File: config.mk
export PLATFORM = sky130hd
export DESIGN_NAME = sonet_frame_align
export DESIGN_NICKNAME = d
export VERILOG_FILES = /design/src/hdl/sonet_align_pkg.sv /design/src/hdl/los_detector.sv /design/src/hdl/sonet_frame_align.sv
export SDC_FILE = /design/constraint.sdc
export NUM_CORES = 1
export LEC_CHECK = 0
export BUFFER_PORTS_ARGS = -buffer_cell sky130_fd_sc_hd__buf_2
export CAP_MARGIN = 20
export CORE_ASPECT_RATIO = 1.25
export CORE_MARGIN = 2
export CORE_UTILIZATION = 30
export CTS_CLUSTER_DIAMETER = 40
export CTS_CLUSTER_SIZE = 14
export DETAILED_ROUTE_END_ITERATION = 10
export PLACE_DENSITY = 0.47
export SETUP_SLACK_MARGIN = 0.4
export SYNTH_ARGS = -nofsm -noshare
export SYNTH_HDL_FRONTEND = slang
export SYNTH_SLANG_ARGS = --single-unit
File: constraint.sdc
create_clock -name sys_clk -period 2.1 [get_ports sys_clk]
set_input_delay 0.21 -clock sys_clk [delete_from_list [all_inputs] [get_ports sys_clk]]
set_output_delay 0.21 -clock sys_clk [all_outputs]
set_load 0.01 [all_outputs]
File: src/hdl/sonet_align_pkg.sv
`default_nettype none
package sonet_align_pkg;

    // ****************************************
    // Framing pattern
    // ****************************************
    localparam logic [7:0] FRAME_A1 = 8'hf6;
    localparam logic [7:0] FRAME_A2 = 8'h28;
    localparam logic [47:0] FRAME_PATTERN = {FRAME_A1, FRAME_A1, FRAME_A1,
                                             FRAME_A2, FRAME_A2, FRAME_A2};
    localparam int FRAME_BITS = 48;

    // ****************************************
    // Byte and rate timing
    // ****************************************
    localparam int BYTE_BITS = 8;
    localparam logic [2:0] BIT_LAST = 3'h7;
    localparam logic [2:0] BIT_FIRST = 3'h0;
    localparam logic [2:0] BIT_HALF = 3'h4;
    // Lower rate moves one bit every LOW_RATE_LAST + 1 clocks (622.08 / 155.52)
    localparam logic [1:0] LOW_RATE_LAST = 2'h3;
    localparam real SYS_CLK_MHZ = 20.0;
    localparam real SYS_CLK_PERIOD_NS = 1000.0 / SYS_CLK_MHZ;

    // ****************************************
    // Loss of signal detector
    // ****************************************
    localparam int LOS_WINDOW_BITS = 128;
    localparam logic [7:0] LOS_RUN_LIMIT = 8'h80;
    localparam logic [7:0] LOS_CLEAR_TRANS = 8'h10;

    // ****************************************
    // Reset values
    // ****************************************
    localparam logic [7:0] RX_DATA_RESET = 8'h00;
    localparam logic [7:0] TX_WORD_RESET = 8'h00;

    typedef struct packed {
        logic frame;
        logic [7:0] data;
    } rx_byte_t;

endpackage
`default_nettype wire

File: src/hdl/los_detector.sv
`default_nettype none
module los_detector
    import sonet_align_pkg::*;
(
    input wire logic sys_clk,      // System clock
    input wire logic nrst,         // Async reset, active low
    input wire logic bit_tick,     // One serial bit period elapsed
    input wire logic rx_bit,       // Current received bit
    output logic los               // Internal loss of signal
);

    logic prev_bit;
    logic [7:0] run_len;
    logic [7:0] trans_count;
    logic [LOS_WINDOW_BITS-1:0] trans_hist;
    logic trans;
    logic [7:0] next_trans_count;

    assign trans = rx_bit ^ prev_bit;
    assign next_trans_count = trans_count + {7'h00, trans}
                              - {7'h00, trans_hist[LOS_WINDOW_BITS-1]};

    always_ff @(posedge sys_clk or negedge nrst) begin
        if (!nrst) begin
            prev_bit <= 1'b0;
            trans_hist <= '0;
            trans_count <= 8'h00;
        end else if (bit_tick) begin
            prev_bit <= rx_bit;
            trans_hist <= {trans_hist[LOS_WINDOW_BITS-2:0], trans};
            trans_count <= next_trans_count;
        end
    end

    // Saturating run length; stops one past the limit
    always_ff @(posedge sys_clk or negedge nrst) begin
        if (!nrst) begin
            run_len <= 8'h00;
        end else if (bit_tick) begin
            if (trans) begin
                run_len <= 8'h00;
            end else if (run_len <= LOS_RUN_LIMIT) begin
                run_len <= run_len + 8'h01;
            end
        end
    end

    always_ff @(posedge sys_clk or negedge nrst) begin
        if (!nrst) begin
            los <= 1'b0;
        end else if (!los && run_len > LOS_RUN_LIMIT) begin
            los <= 1'b1;
        end else if (los && next_trans_count >= LOS_CLEAR_TRANS && bit_tick) begin
            los <= 1'b0;
        end
    end

endmodule
`default_nettype wire

File: src/hdl/sonet_frame_align.sv
`default_nettype none
module sonet_frame_align
    import sonet_align_pkg::*;
(
    input wire logic sys_clk,                // System clock, 20 MHz
    input wire logic nrst,                   // Async reset, active low
    input wire logic rate_select,            // 1 higher rate, 0 lower rate
    input wire logic rx_serial_in,           // Recovered serial data
    input wire logic frame_search_request,   // Framer asks for a pattern hunt
    input wire logic los_detect_disable,     // High turns internal detector off
    input wire logic ext_signal_lost_n,      // External loss, active low
    input wire logic [7:0] tx_parallel_data, // Transmit word from framer
    output logic [7:0] rx_parallel_data,     // Received byte
    output logic rx_byte_clock,              // Receive byte clock
    output logic frame_boundary_pulse,       // Frame found, one byte period
    output logic tx_byte_clock,              // Transmit byte clock
    output logic tx_serial_out,              // Serial transmit data
    output logic signal_lost                 // Loss of signal in force
);

    function automatic logic last_bit(input logic [2:0] cnt);
        last_bit = (cnt == BIT_LAST);
    endfunction

    // ****************************************
    // Bit timing
    // ****************************************
    logic [1:0] rate_cnt;
    logic bit_tick;

    always_ff @(posedge sys_clk or negedge nrst) begin
        if (!nrst) begin
            rate_cnt <= 2'h0;
        end else if (rate_select) begin
            rate_cnt <= 2'h0;
        end else begin
            rate_cnt <= rate_cnt + 2'h1;
        end
    end

    // Higher rate moves a bit every clock, lower rate every fourth
    assign bit_tick = rate_select || (rate_cnt == LOW_RATE_LAST);

    // ****************************************
    // Receive pattern search
    // ****************************************
    logic [FRAME_BITS-1:0] rx_shift;
    logic [FRAME_BITS-1:0] next_rx_shift;
    logic [2:0] rx_bit_cnt;
    logic pattern_hit;
    logic byte_done;

    assign next_rx_shift = {rx_shift[FRAME_BITS-2:0], rx_serial_in};

    assign pattern_hit = frame_search_request && bit_tick
                         && (next_rx_shift == FRAME_PATTERN);

    // byte closes on count or on a new boundary
    assign byte_done = bit_tick && (pattern_hit || last_bit(rx_bit_cnt));

    // earlier bits shift toward bit 7
    always_ff @(posedge sys_clk or negedge nrst) begin
        if (!nrst) begin
            rx_shift <= '0;
        end else if (bit_tick) begin
            rx_shift <= next_rx_shift;
        end
    end

    always_ff @(posedge sys_clk or negedge nrst) begin
        if (!nrst) begin
            rx_bit_cnt <= BIT_FIRST;
        end else if (byte_done) begin
            rx_bit_cnt <= BIT_FIRST;
        end else if (bit_tick) begin
            rx_bit_cnt <= rx_bit_cnt + 3'h1;
        end
    end

    // ****************************************
    // Loss of signal
    // ****************************************
    logic internal_los;
    logic los_now;

    los_detector u_los (
        .sys_clk(sys_clk),
        .nrst(nrst),
        .bit_tick(bit_tick),
        .rx_bit(rx_serial_in),
        .los(internal_los)
    );

    // detector gated by disable, external input active low
    // external loss only while detection is enabled
    assign los_now = !los_detect_disable && (internal_los || !ext_signal_lost_n);

    always_ff @(posedge sys_clk or negedge nrst) begin
        if (!nrst) begin
            signal_lost <= 1'b0;
        end else begin
            signal_lost <= los_now;
        end
    end

    // ****************************************
    // Receive byte output
    // ****************************************
    rx_byte_t rx_out;
    rx_byte_t next_rx_out;

    always_comb begin
        next_rx_out = rx_out;
        if (byte_done) begin
            next_rx_out.data = next_rx_shift[BYTE_BITS-1:0];
            next_rx_out.frame = pattern_hit;
        end
        // mute at once, so a byte launched before the loss does not linger
        if (los_now) begin
            next_rx_out.data = RX_DATA_RESET;
        end
        // dropping the request ends a pulse at once
        if (!frame_search_request) begin
            next_rx_out.frame = 1'b0;
        end
    end

    always_ff @(posedge sys_clk or negedge nrst) begin
        if (!nrst) begin
            rx_out <= '{frame: 1'b0, data: RX_DATA_RESET};
        end else begin
            rx_out <= next_rx_out;
        end
    end

    assign rx_parallel_data = rx_out.data;
    assign frame_boundary_pulse = rx_out.frame;

    // clock falls when a byte is launched, rises mid byte
    always_ff @(posedge sys_clk or negedge nrst) begin
        if (!nrst) begin
            rx_byte_clock <= 1'b0;
        end else if (byte_done) begin
            rx_byte_clock <= 1'b0;
        end else if (bit_tick && rx_bit_cnt == BIT_HALF - 3'h1) begin
            rx_byte_clock <= 1'b1;
        end
    end

    // ****************************************
    // Transmit path
    // ****************************************
    logic [2:0] tx_bit_cnt;
    logic [7:0] tx_hold;
    logic [7:0] tx_shift;

    always_ff @(posedge sys_clk or negedge nrst) begin
        if (!nrst) begin
            tx_bit_cnt <= BIT_FIRST;
        end else if (bit_tick) begin
            tx_bit_cnt <= tx_bit_cnt + 3'h1;
        end
    end

    // divide bit clock by eight; high for the second half of a byte
    always_ff @(posedge sys_clk or negedge nrst) begin
        if (!nrst) begin
            tx_byte_clock <= 1'b0;
        end else if (bit_tick) begin
            tx_byte_clock <= (tx_bit_cnt >= BIT_HALF - 3'h1) && !last_bit(tx_bit_cnt);
        end
    end

    // capture at rising edge of byte clock
    // framer drives data from the falling edge, so it is settled here
    always_ff @(posedge sys_clk or negedge nrst) begin
        if (!nrst) begin
            tx_hold <= TX_WORD_RESET;
        end else if (bit_tick && tx_bit_cnt == BIT_HALF - 3'h1) begin
            tx_hold <= tx_parallel_data;
        end
    end

    always_ff @(posedge sys_clk or negedge nrst) begin
        if (!nrst) begin
            tx_shift <= TX_WORD_RESET;
        end else if (bit_tick) begin
            if (last_bit(tx_bit_cnt)) begin
                tx_shift <= tx_hold;
            end else begin
                tx_shift <= {tx_shift[6:0], 1'b0};
            end
        end
    end

    always_ff @(posedge sys_clk or negedge nrst) begin
        if (!nrst) begin
            tx_serial_out <= 1'b0;
        end else if (bit_tick) begin
            tx_serial_out <= last_bit(tx_bit_cnt) ? tx_hold[7] : tx_shift[6];
        end
    end

endmodule
`default_nettype wire

==> results.py, run 1 <==
metrics = {
    "critical_path": {
        "crit_type": "flip-flop to flip-flop",
        "startpoint": "u_los.trans_hist[127]",
        "r2r_setup_slack_ns": -0.01,
        "arrival_ns": 2.50,
        "max_stage_delay_ns": 0.40,
        "r2r_start": "u_los.trans_hist[127]",
        "end_kind": "flip-flop",
        "crit_buf_inv": 1,
        "crit_fanout": 3,
        "required_ns": 2.49,
        "crit_top_cell": "ha_4",
        "path_cells": "ha_4 > inv_2 > ha_4 > fa_2 > a211oi_2 > o21ai_1 > a21oi_2 > xnor2_1 > mux2_4",
        "cpLargestDelayFamily": "adder cells",
        "critical_path.slowest_cell": "dfrtp_1",
        "start_kind": "flip-flop",
    },
    "cells_and_area": {
        "final_area_sq_um": 12100,
        "regArea_sq_um": 5710,
        "layout.nets": 1134,
        "drive_above_1_share": 0.194,
        "fillers": 3133,
        "multiInputGateArea_sq_um": 3690,
        "diodes": 0,
        "utilization": 0.393,
        "area_growth_syn_to_layout_pct": 29.8,
    },
    "synth": {
        "synth_seq_cells": 228,
        "synth_edf_count": 0,
        "synthCells": 1009,
        "yosysUniqueCellTypes": 46,
        "postSynthAreaPerCell_sq_um": 9.25,
        "synth_ff_type": "dfrtp_1",
        "ys_seq_area_frac": 0.612,
        "synth_async_sr_flop_share": 1.00,
        "synth_warnings": 0,
        "syn_area_sq_um": 9330,
        "synth_nets": 1043,
    },
    "route": {
        "routedWlPerCell_microns": 12.7,
        "drtIter0Drc": 289,
        "drt_first_pass_iters": 5,
        "ant_nets": 0,
        "totalWireLength_mm": 19.5,
        "vias_per_cell": 4.40,
        "vias": 6751,
        "drc": 0,
    },
    "global_routing": {
        "grt_pass1_vias": 6914,
        "busiest_layer": "met2",
        "track_usage": 0.123,
        "grtUsageMet1": 0.157,
        "grt_first_pass_wirelength_mm": 33.3,
        "grt_max_degree": 87,
        "gr-usage-met2": 0.208,
        "antenna_found_initial": 0,
        "use_met3": 0.0225,
        "overflow": 0,
    },
    "cts": {
        "htreeDepth": 2,
        "path_clk_slew_ns": 0.05,
        "cts-buffers-inserted": 35,
        "clock_sinks": 228,
        "clock_latency_ns": 0.50,
        "cts_tree": "yes",
        "root_buffer": "clkbuf_16",
        "cts_max_path_buffers": 3,
    },
    "timing": {
        "setup_tns_ns": -0.0317,
        "slew_headroom": 0.558,
        "setup_viol": 3,
        "fmax_mhz": 473,
        "fin_crit_ns": 2.11,
        "hold_viol_final": 0,
        "timing.final.ws_setup_ns": -0.0143,
        "fin_crit_sh": 1.01,
        "final_max_slew_viol_count": 0,
        "fin_worst_skew_ns": 0.0128,
        "finalHoldWorstSlack_ns": 0.0391,
        "tightest_slew_ns": 0.658,
        "rsz0062_at_grt": "yes",
    },
    "power": {
        "cellPowerDensity_nw_per_um2": 1170,
        "leakagePower_nw": 6.34,
        "ir_worst_vdd_uv": 615,
    },
    "die": {
        "initial_utilization": 0.303,
        "num_rows": 72,
        "dieArea_sq_um": 32500,
        "num_io_pins": 28,
        "fp.dieH_microns": 201,
        "die_x_microns": 162,
        "core-area_sq_um": 30800,
    },
    "min_path": {
        "hp-class": "input port to flip-flop",
        "worstHoldStart": "los_detect_disable",
    },
    "outcome": {
        "status": "finished with violations",
        "violations": "setup timing",
    },
    "flow_run": {
        "cap_viol_max_count": 0,
    },
    "placed_design": {
        "gp_congestion": 0.705,
        "io_buffers": 27,
        "postPlaceCellArea_sq_um": 10300,
        "dp_hpwl_mm": 10.8,
        "place_ws_ns": -0.0809,
    },
}
==> stage by stage <==
step	total power, mW	instances
CTS	14.2	1518
floorplan	7.11	1009
detailed placement	7.86	1428
global placement	7.81	1428
finish	14.2	1533
global route	15.0	1533
==> tightest hold or removal path, cell delays in order <==
cell and delay, ns:
buf_2 0.07, a21oi_1 0.03, buf_4 0.17
==> power by group <==
group	leakage (nW)	internal (mW)	total, mW	switching (mW)
Clock	0.575	3.83	5.87	2.04
Combinational	2.67	1.45	2.94	1.49
Sequential	3.09	5.00	5.40	0.392
Total	6.34	10.3	14.2	3.92
==> Yosys cell counts, drive strengths merged, types with 6 or more instances <==
cell type  instances  area (sq um)
nand2            548          2060
xnor2              6          52.6
mux2i              7          70.1
ha                18           225
o21ai             31           159
nand3             14          70.1
nor2               6          22.5
mux2              11           124
dfrtp            228          5710
inv               18          67.6
clkbuf            46           173
a21oi             21           105
==> timing repair <==
item,in CTS,in global routing
buffers inserted,13,13
setup endpoints to repair,113,130
endpoints found under the hold margin,62,0
pin swaps,22,25
resized for setup,29,30
gates cloned,3,2
hold buffers,11,0
==> routing by layer <==
metal / vias up / part of all wire
li1: 3383 / -
met1: 3273 / 0.46
met2: 62 / 0.48
met3: 33 / 0.028
met4: 0 / 0.024
met5: - / 0
==> layout make-up <==
type                       instances  area share
clock buffer                      51      0.0832
sequential                       228       0.471
inverter                          18     0.00558
clock inverter                    12      0.0152
multi-input combinational        715       0.305
timing repair buffer             102      0.0779
tap                              407      0.0421
==> path summary, 6_finish.rpt <==
path / cells after the start / to
hold reg to reg: 1 / rate_cnt[0]
min in group asynchronous: 2 / u_los.trans_hist[2]
setup / recovery: 9 / u_los.trans_count[6]
hold / removal: 3 / signal_lost
max in group asynchronous: 3 / rx_shift[1]
setup reg to reg: 9 / u_los.trans_count[6]
==> placed cells by master, fill, tap and decap left out, types with 4 or more instances in the layout <==
cell type,Yosys,final
mux2_2,11,8
buf_4,3,45
buf_2,0,26
nand2_1,548,546
nand3_1,14,9
inv_1,18,14
dlygate4sd3_1,0,11
inv_2,0,4
clkbuf_8,0,5
buf_12,0,7
clkbuf_16,0,36
clkbuf_1,46,10
xor2_1,5,5
a21oi_1,21,13
a21oi_2,0,7
dfrtp_1,228,227
ha_1,18,11
nor2_1,6,5
o21ai_0,30,17
nand4b_1,5,5
bufinv_16,0,4
ha_4,0,4
o21ai_2,1,11
mux2i_1,7,7
xnor2_1,6,4
buf_6,0,8
==> registers in the layout (all words and copies together) (netlist names) <==
name and cells:
frame_boundary_pulse 1, rate_cnt 2, rx_bit_cnt 3, rx_byte_clock 1
rx_parallel_data 8, rx_shift 47, signal_lost 1, tx_bit_cnt 3
tx_byte_clock 1, tx_hold 8, tx_serial_out 1, tx_shift 7
u_los.los 1, u_los.run_len 8, u_los.trans_count 8, u_los.trans_hist 128
==> logic make-up (layout without fill, tap and decap cells) <==
kind of cell | after synthesis | after routing | share of synthesized area
compound gates | 72 | 72 | 0.0476
xor+xnor | 11 | 11 | 0.0103
fa+ha+maj | 19 | 19 | 0.0263
buf+inv | 67 | 183 | 0.0282
flops | 228 | 228 | 0.612
mux | 18 | 18 | 0.0208
simple gates | 594 | 595 | 0.255
Note: power is estimated with default switching activity, not from simulation.
==> inputs of run 2 (changes only) <==
CELL_PAD_IN_SITES_DETAIL_PLACEMENT = 0   (was default)
CELL_PAD_IN_SITES_GLOBAL_PLACEMENT = 1   (was default)
PLACE_DENSITY = 0.56   (was 0.47)
==> run 2 against run 1 <==
Effect of this change:
- the run still ends with setup timing left
- worst hold slack gained 0.023 ns
- critical path depth unchanged
- design area is 1.8% higher
- setup slack worse by 0.061 ns
- clock power rose by 2%
- combinational power up 2%
- power rose by 1.2%
- die area is the same
==> results.py, run 2 (synthesis results as in run 1) <==
metrics = {
    "timing": {
        "final_max_slew_viol_count": 0,
        "setup_tns_ns": -0.146,
        "hold_viol_final": 0,
        "fin_crit_ns": 2.18,
        "timing.final.ws_setup_ns": -0.0755,
        "fin_worst_skew_ns": 0.0213,
        "fin_crit_sh": 1.04,
        "setup_viol": 3,
        "slew_headroom": 0.179,
        "fmax_mhz": 460,
        "rsz0062_at_grt": "yes",
        "tightest_slew_ns": 1.23,
    },
    "cells_and_area": {
        "diodes": 0,
        "largest_register_ff_count": 128,
        "layout_commonest_cell": "nand2_1",
        "area_growth_syn_to_layout_pct": 32.1,
        "largest_register": "u_los.trans_hist",
        "layout.nets": 1143,
        "final_cell_mix": "nand2_1, dfrtp_1, clkbuf_16",
        "drive_above_1_share": 0.202,
        "reg.largest.list": "u_los.trans_hist (128), rx_shift (47)",
        "utilization": 0.400,
        "fillers": 3112,
    },
    "critical_path": {
        "crit_type": "flip-flop to flip-flop",
        "reg2reg_depth": 9,
        "r2r-end": "u_los.trans_count[6]",
        "end_kind": "flip-flop",
        "critical_path.slowest_cell": "dfrtp_1",
        "arrival_ns": 2.58,
        "start_kind": "flip-flop",
        "startpoint": "u_los.trans_hist[127]",
        "endpoint": "u_los.trans_count[6]",
        "required_ns": 2.50,
        "r2r_setup_slack_ns": -0.08,
        "crit_fanout": 3,
        "crit_top_cell": "ha_4",
        "max_stage_delay_ns": 0.41,
        "path_cells": "ha_4 > inv_2 > ha_4 > fa_2 > a211oi_2 > o21ai_1 > a21oi_1 > xnor2_1 > mux2_2",
        "r2r_start": "u_los.trans_hist[127]",
    },
    "power": {
        "cellPowerDensity_nw_per_um2": 1170,
        "power.total_mw": 14.4,
        "leakagePower_nw": 6.41,
        "ir_worst_vdd_uv": 652,
    },
    "placed_design": {
        "place_ws_ns": -0.0852,
        "io_buffers": 27,
        "gp_congestion": 0.703,
        "dp_hpwl_mm": 11.1,
    },
    "die": {
        "num_io_pins": 28,
        "die_x_microns": 162,
        "fp.dieH_microns": 201,
        "dieArea_sq_um": 32500,
        "core-area_sq_um": 30800,
        "initial_utilization": 0.303,
        "num_rows": 72,
    },
    "cts": {
        "clock_sinks": 228,
        "path_clk_slew_ns": 0.05,
        "htreeDepth": 2,
        "cts_tree": "yes",
        "cts_max_path_buffers": 3,
        "root_buffer": "clkbuf_16",
        "clock_latency_ns": 0.52,
        "cts-buffers-inserted": 37,
    },
    "route": {
        "drtIter0Drc": 421,
        "drc": 0,
        "drt_first_pass_iters": 6,
        "vias_per_cell": 4.42,
        "totalWireLength_mm": 20.8,
        "ant_nets": 0,
        "vias": 6815,
        "routedWlPerCell_microns": 13.5,
    },
    "global_routing": {
        "grt_pass1_vias": 6998,
        "grt_first_pass_wirelength_mm": 34.9,
        "antenna_found_initial": 0,
        "track_usage": 0.129,
        "grt_max_degree": 69,
        "overflow": 0,
    },
    "flow_run": {
        "cap_viol_max_count": 0,
    },
    "outcome": {
        "violations": "setup timing",
        "status": "finished with violations",
    },
    "min_path": {
        "hp-class": "input port to flip-flop",
    },
}
run 2: changes by cell type in the layout (fill, tap and decap cells not counted), moves of 3 or more:
cell,delta
buf_6,+7
buf_12,+3
clkbuf_16,+6
o21ai_2,-4
clkinvlp_4,+3
nand3_2,+3
buf_4,-7
o21ai_1,+5
inv_6,+4
clkbuf_1,-5
nand3_1,-3
run 2: timing repair:
item                                    4_1_cts  5_1_grt
endpoints found under the hold margin        71        0
endpoints found under the setup margin      143      145
gates resized for setup                      45       21
pin swaps                                    25       11
setup buffers                                21       13
hold buffers                                 10        0
gates cloned                                  3        7
run 2: critical path, delay by kind of cell, from the launching register on:
family,cells,cell delay (ns)
compound gates,3,0.44
xor+xnor,1,0.11
fa+ha+maj,3,0.79
buf+inv,1,0.04
flops,1,0.41
mux,1,0.27
run 2: worst min-delay path by stage:
stage,start,endpoint,slack [ns],cells past startpoint
final,rx_serial_in,rx_shift[0],0.06,3
after global routing,rx_serial_in,rx_parallel_data[0],0.07,4
after CTS,rx_serial_in,rx_shift[0],0.06,3
after detailed placement,nrst,u_los.trans_hist[0],0.26,1
after global placement,nrst,u_los.trans_hist[1],0.25,1
after floorplan,nrst,frame_boundary_pulse,-0.09,0
run 2: final cells by class:
class	count	area (sq um)	share of cell area
clock inverters	19	184	0.0149
repair buffers	107	1090	0.0884
well taps	407	509	0.0413
clock buffers	47	1040	0.0840
multi-input cells	717	3730	0.303
inverters	18	67.6	0.00548
flip-flops and latches	228	5710	0.463
run 2: metrics by stage:
stage	std cells	area, sq um	hold WS [ns]
finish	1543	12300	0.0620
global route	1543	12300	0.0703
CTS	1523	12000	0.0572
detailed placement	1423	10300	0.255
global placement	1423	10300	0.248
floorplan	1009	9430	-0.0856
run 2: layer usage:
layer  track usage  routed length, microns  vias to the layer above
li1              -                       -                     3406
met1         0.173                    9740                     3294
met2         0.206                    9890                       75
met3        0.0303                     679                       40
met4        0.0484                     522                        0
met5             0                       0                        -
run 2: power by group:
group	switching (mW)	leakage [nW]	internal [mW]
Combinational	1.53	2.73	1.48
Clock	2.21	0.588	3.77
Sequential	0.384	3.09	5.00
Total	4.12	6.41	10.2
==> inputs of run 3 (changes only) <==
CAP_MARGIN = 10   (was 20)
HOLD_SLACK_MARGIN = 0.12   (was default)
==> run 3 against run 2 <==
Effect of this change:
- the run still ends with setup timing left
- combinational power about the same
- wire length is 0.11% higher
- sequential cell count is the same
- critical path depth stayed put
- clock skew barely moved
- cell count increased by 0.19%
- count of clock-buffer cells in the layout is the same
- first-iteration DRC count down 3.3%
- setup slack is essentially flat
- critical endpoint unchanged
==> results.py, run 3 (synthesis results as in run 1) <==
metrics = {
    "outcome": {
        "status": "finished with violations",
        "violations": "setup timing",
    },
    "critical_path": {
        "required_ns": 2.50,
        "crit_fanout": 3,
        "end_kind": "flip-flop",
        "arrival_ns": 2.58,
        "crit_type": "flip-flop to flip-flop",
        "r2r_setup_slack_ns": -0.08,
        "start_kind": "flip-flop",
    },
    "die": {
        "dieArea_sq_um": 32500,
        "core-area_sq_um": 30800,
        "num_rows": 72,
        "num_io_pins": 28,
        "initial_utilization": 0.303,
        "fp.dieH_microns": 201,
        "die_x_microns": 162,
    },
    "timing": {
        "fin_worst_skew_ns": 0.0211,
        "finalHoldWorstSlack_ns": 0.222,
        "fmax_mhz": 460,
        "tightest_slew_ns": 1.23,
        "fin_crit_sh": 1.04,
        "rsz0062_at_grt": "yes",
        "setup_viol": 3,
        "slew_headroom": 0.180,
        "final_max_slew_viol_count": 0,
        "hold_viol_final": 0,
        "fin_crit_ns": 2.18,
        "timing.final.ws_setup_ns": -0.0754,
    },
    "cells_and_area": {
        "multiInputGateArea_sq_um": 3730,
        "final_cell_mix": "nand2_1, dfrtp_1, clkbuf_16",
        "area_growth_syn_to_layout_pct": 32.5,
        "layout_commonest_cell": "nand2_1",
        "final_area_sq_um": 12400,
        "stdcell_count": 1546,
        "largest_register_ff_count": 128,
        "layout.nets": 1146,
        "fillers": 3108,
        "diodes": 0,
        "regArea_sq_um": 5710,
        "reg.largest.list": "u_los.trans_hist (128), rx_shift (47)",
        "drive_above_1_share": 0.203,
        "largest_register": "u_los.trans_hist",
    },
    "global_routing": {
        "grt_pass1_vias": 7004,
        "grt_max_degree": 69,
        "track_usage": 0.129,
        "antenna_found_initial": 0,
        "overflow": 0,
        "grt_first_pass_wirelength_mm": 34.9,
    },
    "power": {
        "cellPowerDensity_nw_per_um2": 1160,
        "leakagePower_nw": 6.43,
        "ir_worst_vdd_uv": 652,
        "power.total_mw": 14.4,
    },
    "cts": {
        "cts-buffers-inserted": 37,
        "clock_latency_ns": 0.52,
        "path_clk_slew_ns": 0.05,
        "root_buffer": "clkbuf_16",
        "htreeDepth": 2,
        "clock_sinks": 228,
        "cts_max_path_buffers": 3,
        "cts_tree": "yes",
    },
    "route": {
        "vias": 6810,
        "totalWireLength_mm": 20.9,
        "drtIter0Drc": 407,
        "drc": 0,
        "vias_per_cell": 4.40,
        "drt_first_pass_iters": 4,
        "ant_nets": 0,
        "routedWlPerCell_microns": 13.5,
    },
    "placed_design": {
        "postPlaceCellArea_sq_um": 10300,
        "dp_hpwl_mm": 11.1,
        "io_buffers": 27,
        "place_inst": 1423,
        "gp_congestion": 0.703,
        "place_ws_ns": -0.0852,
    },
    "flow_run": {
        "cap_viol_max_count": 0,
    },
    "min_path": {
        "hp-class": "input port to flip-flop",
    },
}
[run 3: metal layers]
metal	wire length [microns]	global-route usage	share of wire	up-vias
met3	665	0.0303	0.032	40
met1	9770	0.173	0.47	3289
met5	0	0	0	-
met4	522	0.0484	0.025	0
met2	9890	0.206	0.47	69
li1	-	-	-	3412
[run 3: metrics by stage]
| stage | setup TNS [ns] | util |
|---|---|---|
| floorplan | 0 | - |
| global placement | -0.182 | 0.333 |
| detailed placement | -0.512 | 0.333 |
| CTS | -0.119 | 0.391 |
| global route | -0.747 | 0.401 |
| finish | -0.145 | 0.401 |
[run 3: cell type report]
class / count / area share
flip-flops and latches: 228 / 0.462
repair buffers: 110 / 0.0906
well taps: 407 / 0.0412
inverters: 18 / 0.00547
clock buffers: 47 / 0.0838
multi-input cells: 717 / 0.302
clock inverters: 19 / 0.0149
[run 3: final timing paths]
path	from	end	cells after the start
worst max-delay path	u_los.trans_hist[127]	u_los.trans_count[6]	9
worst min-delay path	ext_signal_lost_n	signal_lost	2
worst max register to register	u_los.trans_hist[127]	u_los.trans_count[6]	9
worst min register to register	rate_cnt[0]	rate_cnt[0]	1
max in group asynchronous	nrst	u_los.trans_hist[54]	3
min in group asynchronous	nrst	u_los.trans_hist[0]	2
[run 3: critical path: stages (launching register included)]
cell and delay (ns):
dfrtp_1 0.41, ha_4 0.28, inv_2 0.04, ha_4 0.15, fa_2 0.36, a211oi_2 0.18, o21ai_1 0.10, a21oi_1 0.16
xnor2_1 0.11, mux2_2 0.27
[run 3: repair_timing]
item,in CTS,in global routing
resized for setup,45,22
pin swaps,25,11
endpoints found under the hold margin,118,0
setup endpoints to repair,143,145
hold buffers,13,0
buffers inserted,21,13
cloned,3,7
[run 3: report_power, final]
part / internal [mW] / switching [mW] / total, mW
Combinational: 1.48 / 1.53 / 3.01
Clock: 3.77 / 2.21 / 5.97
Sequential: 5.00 / 0.384 / 5.39
Total: 10.3 / 4.12 / 14.4
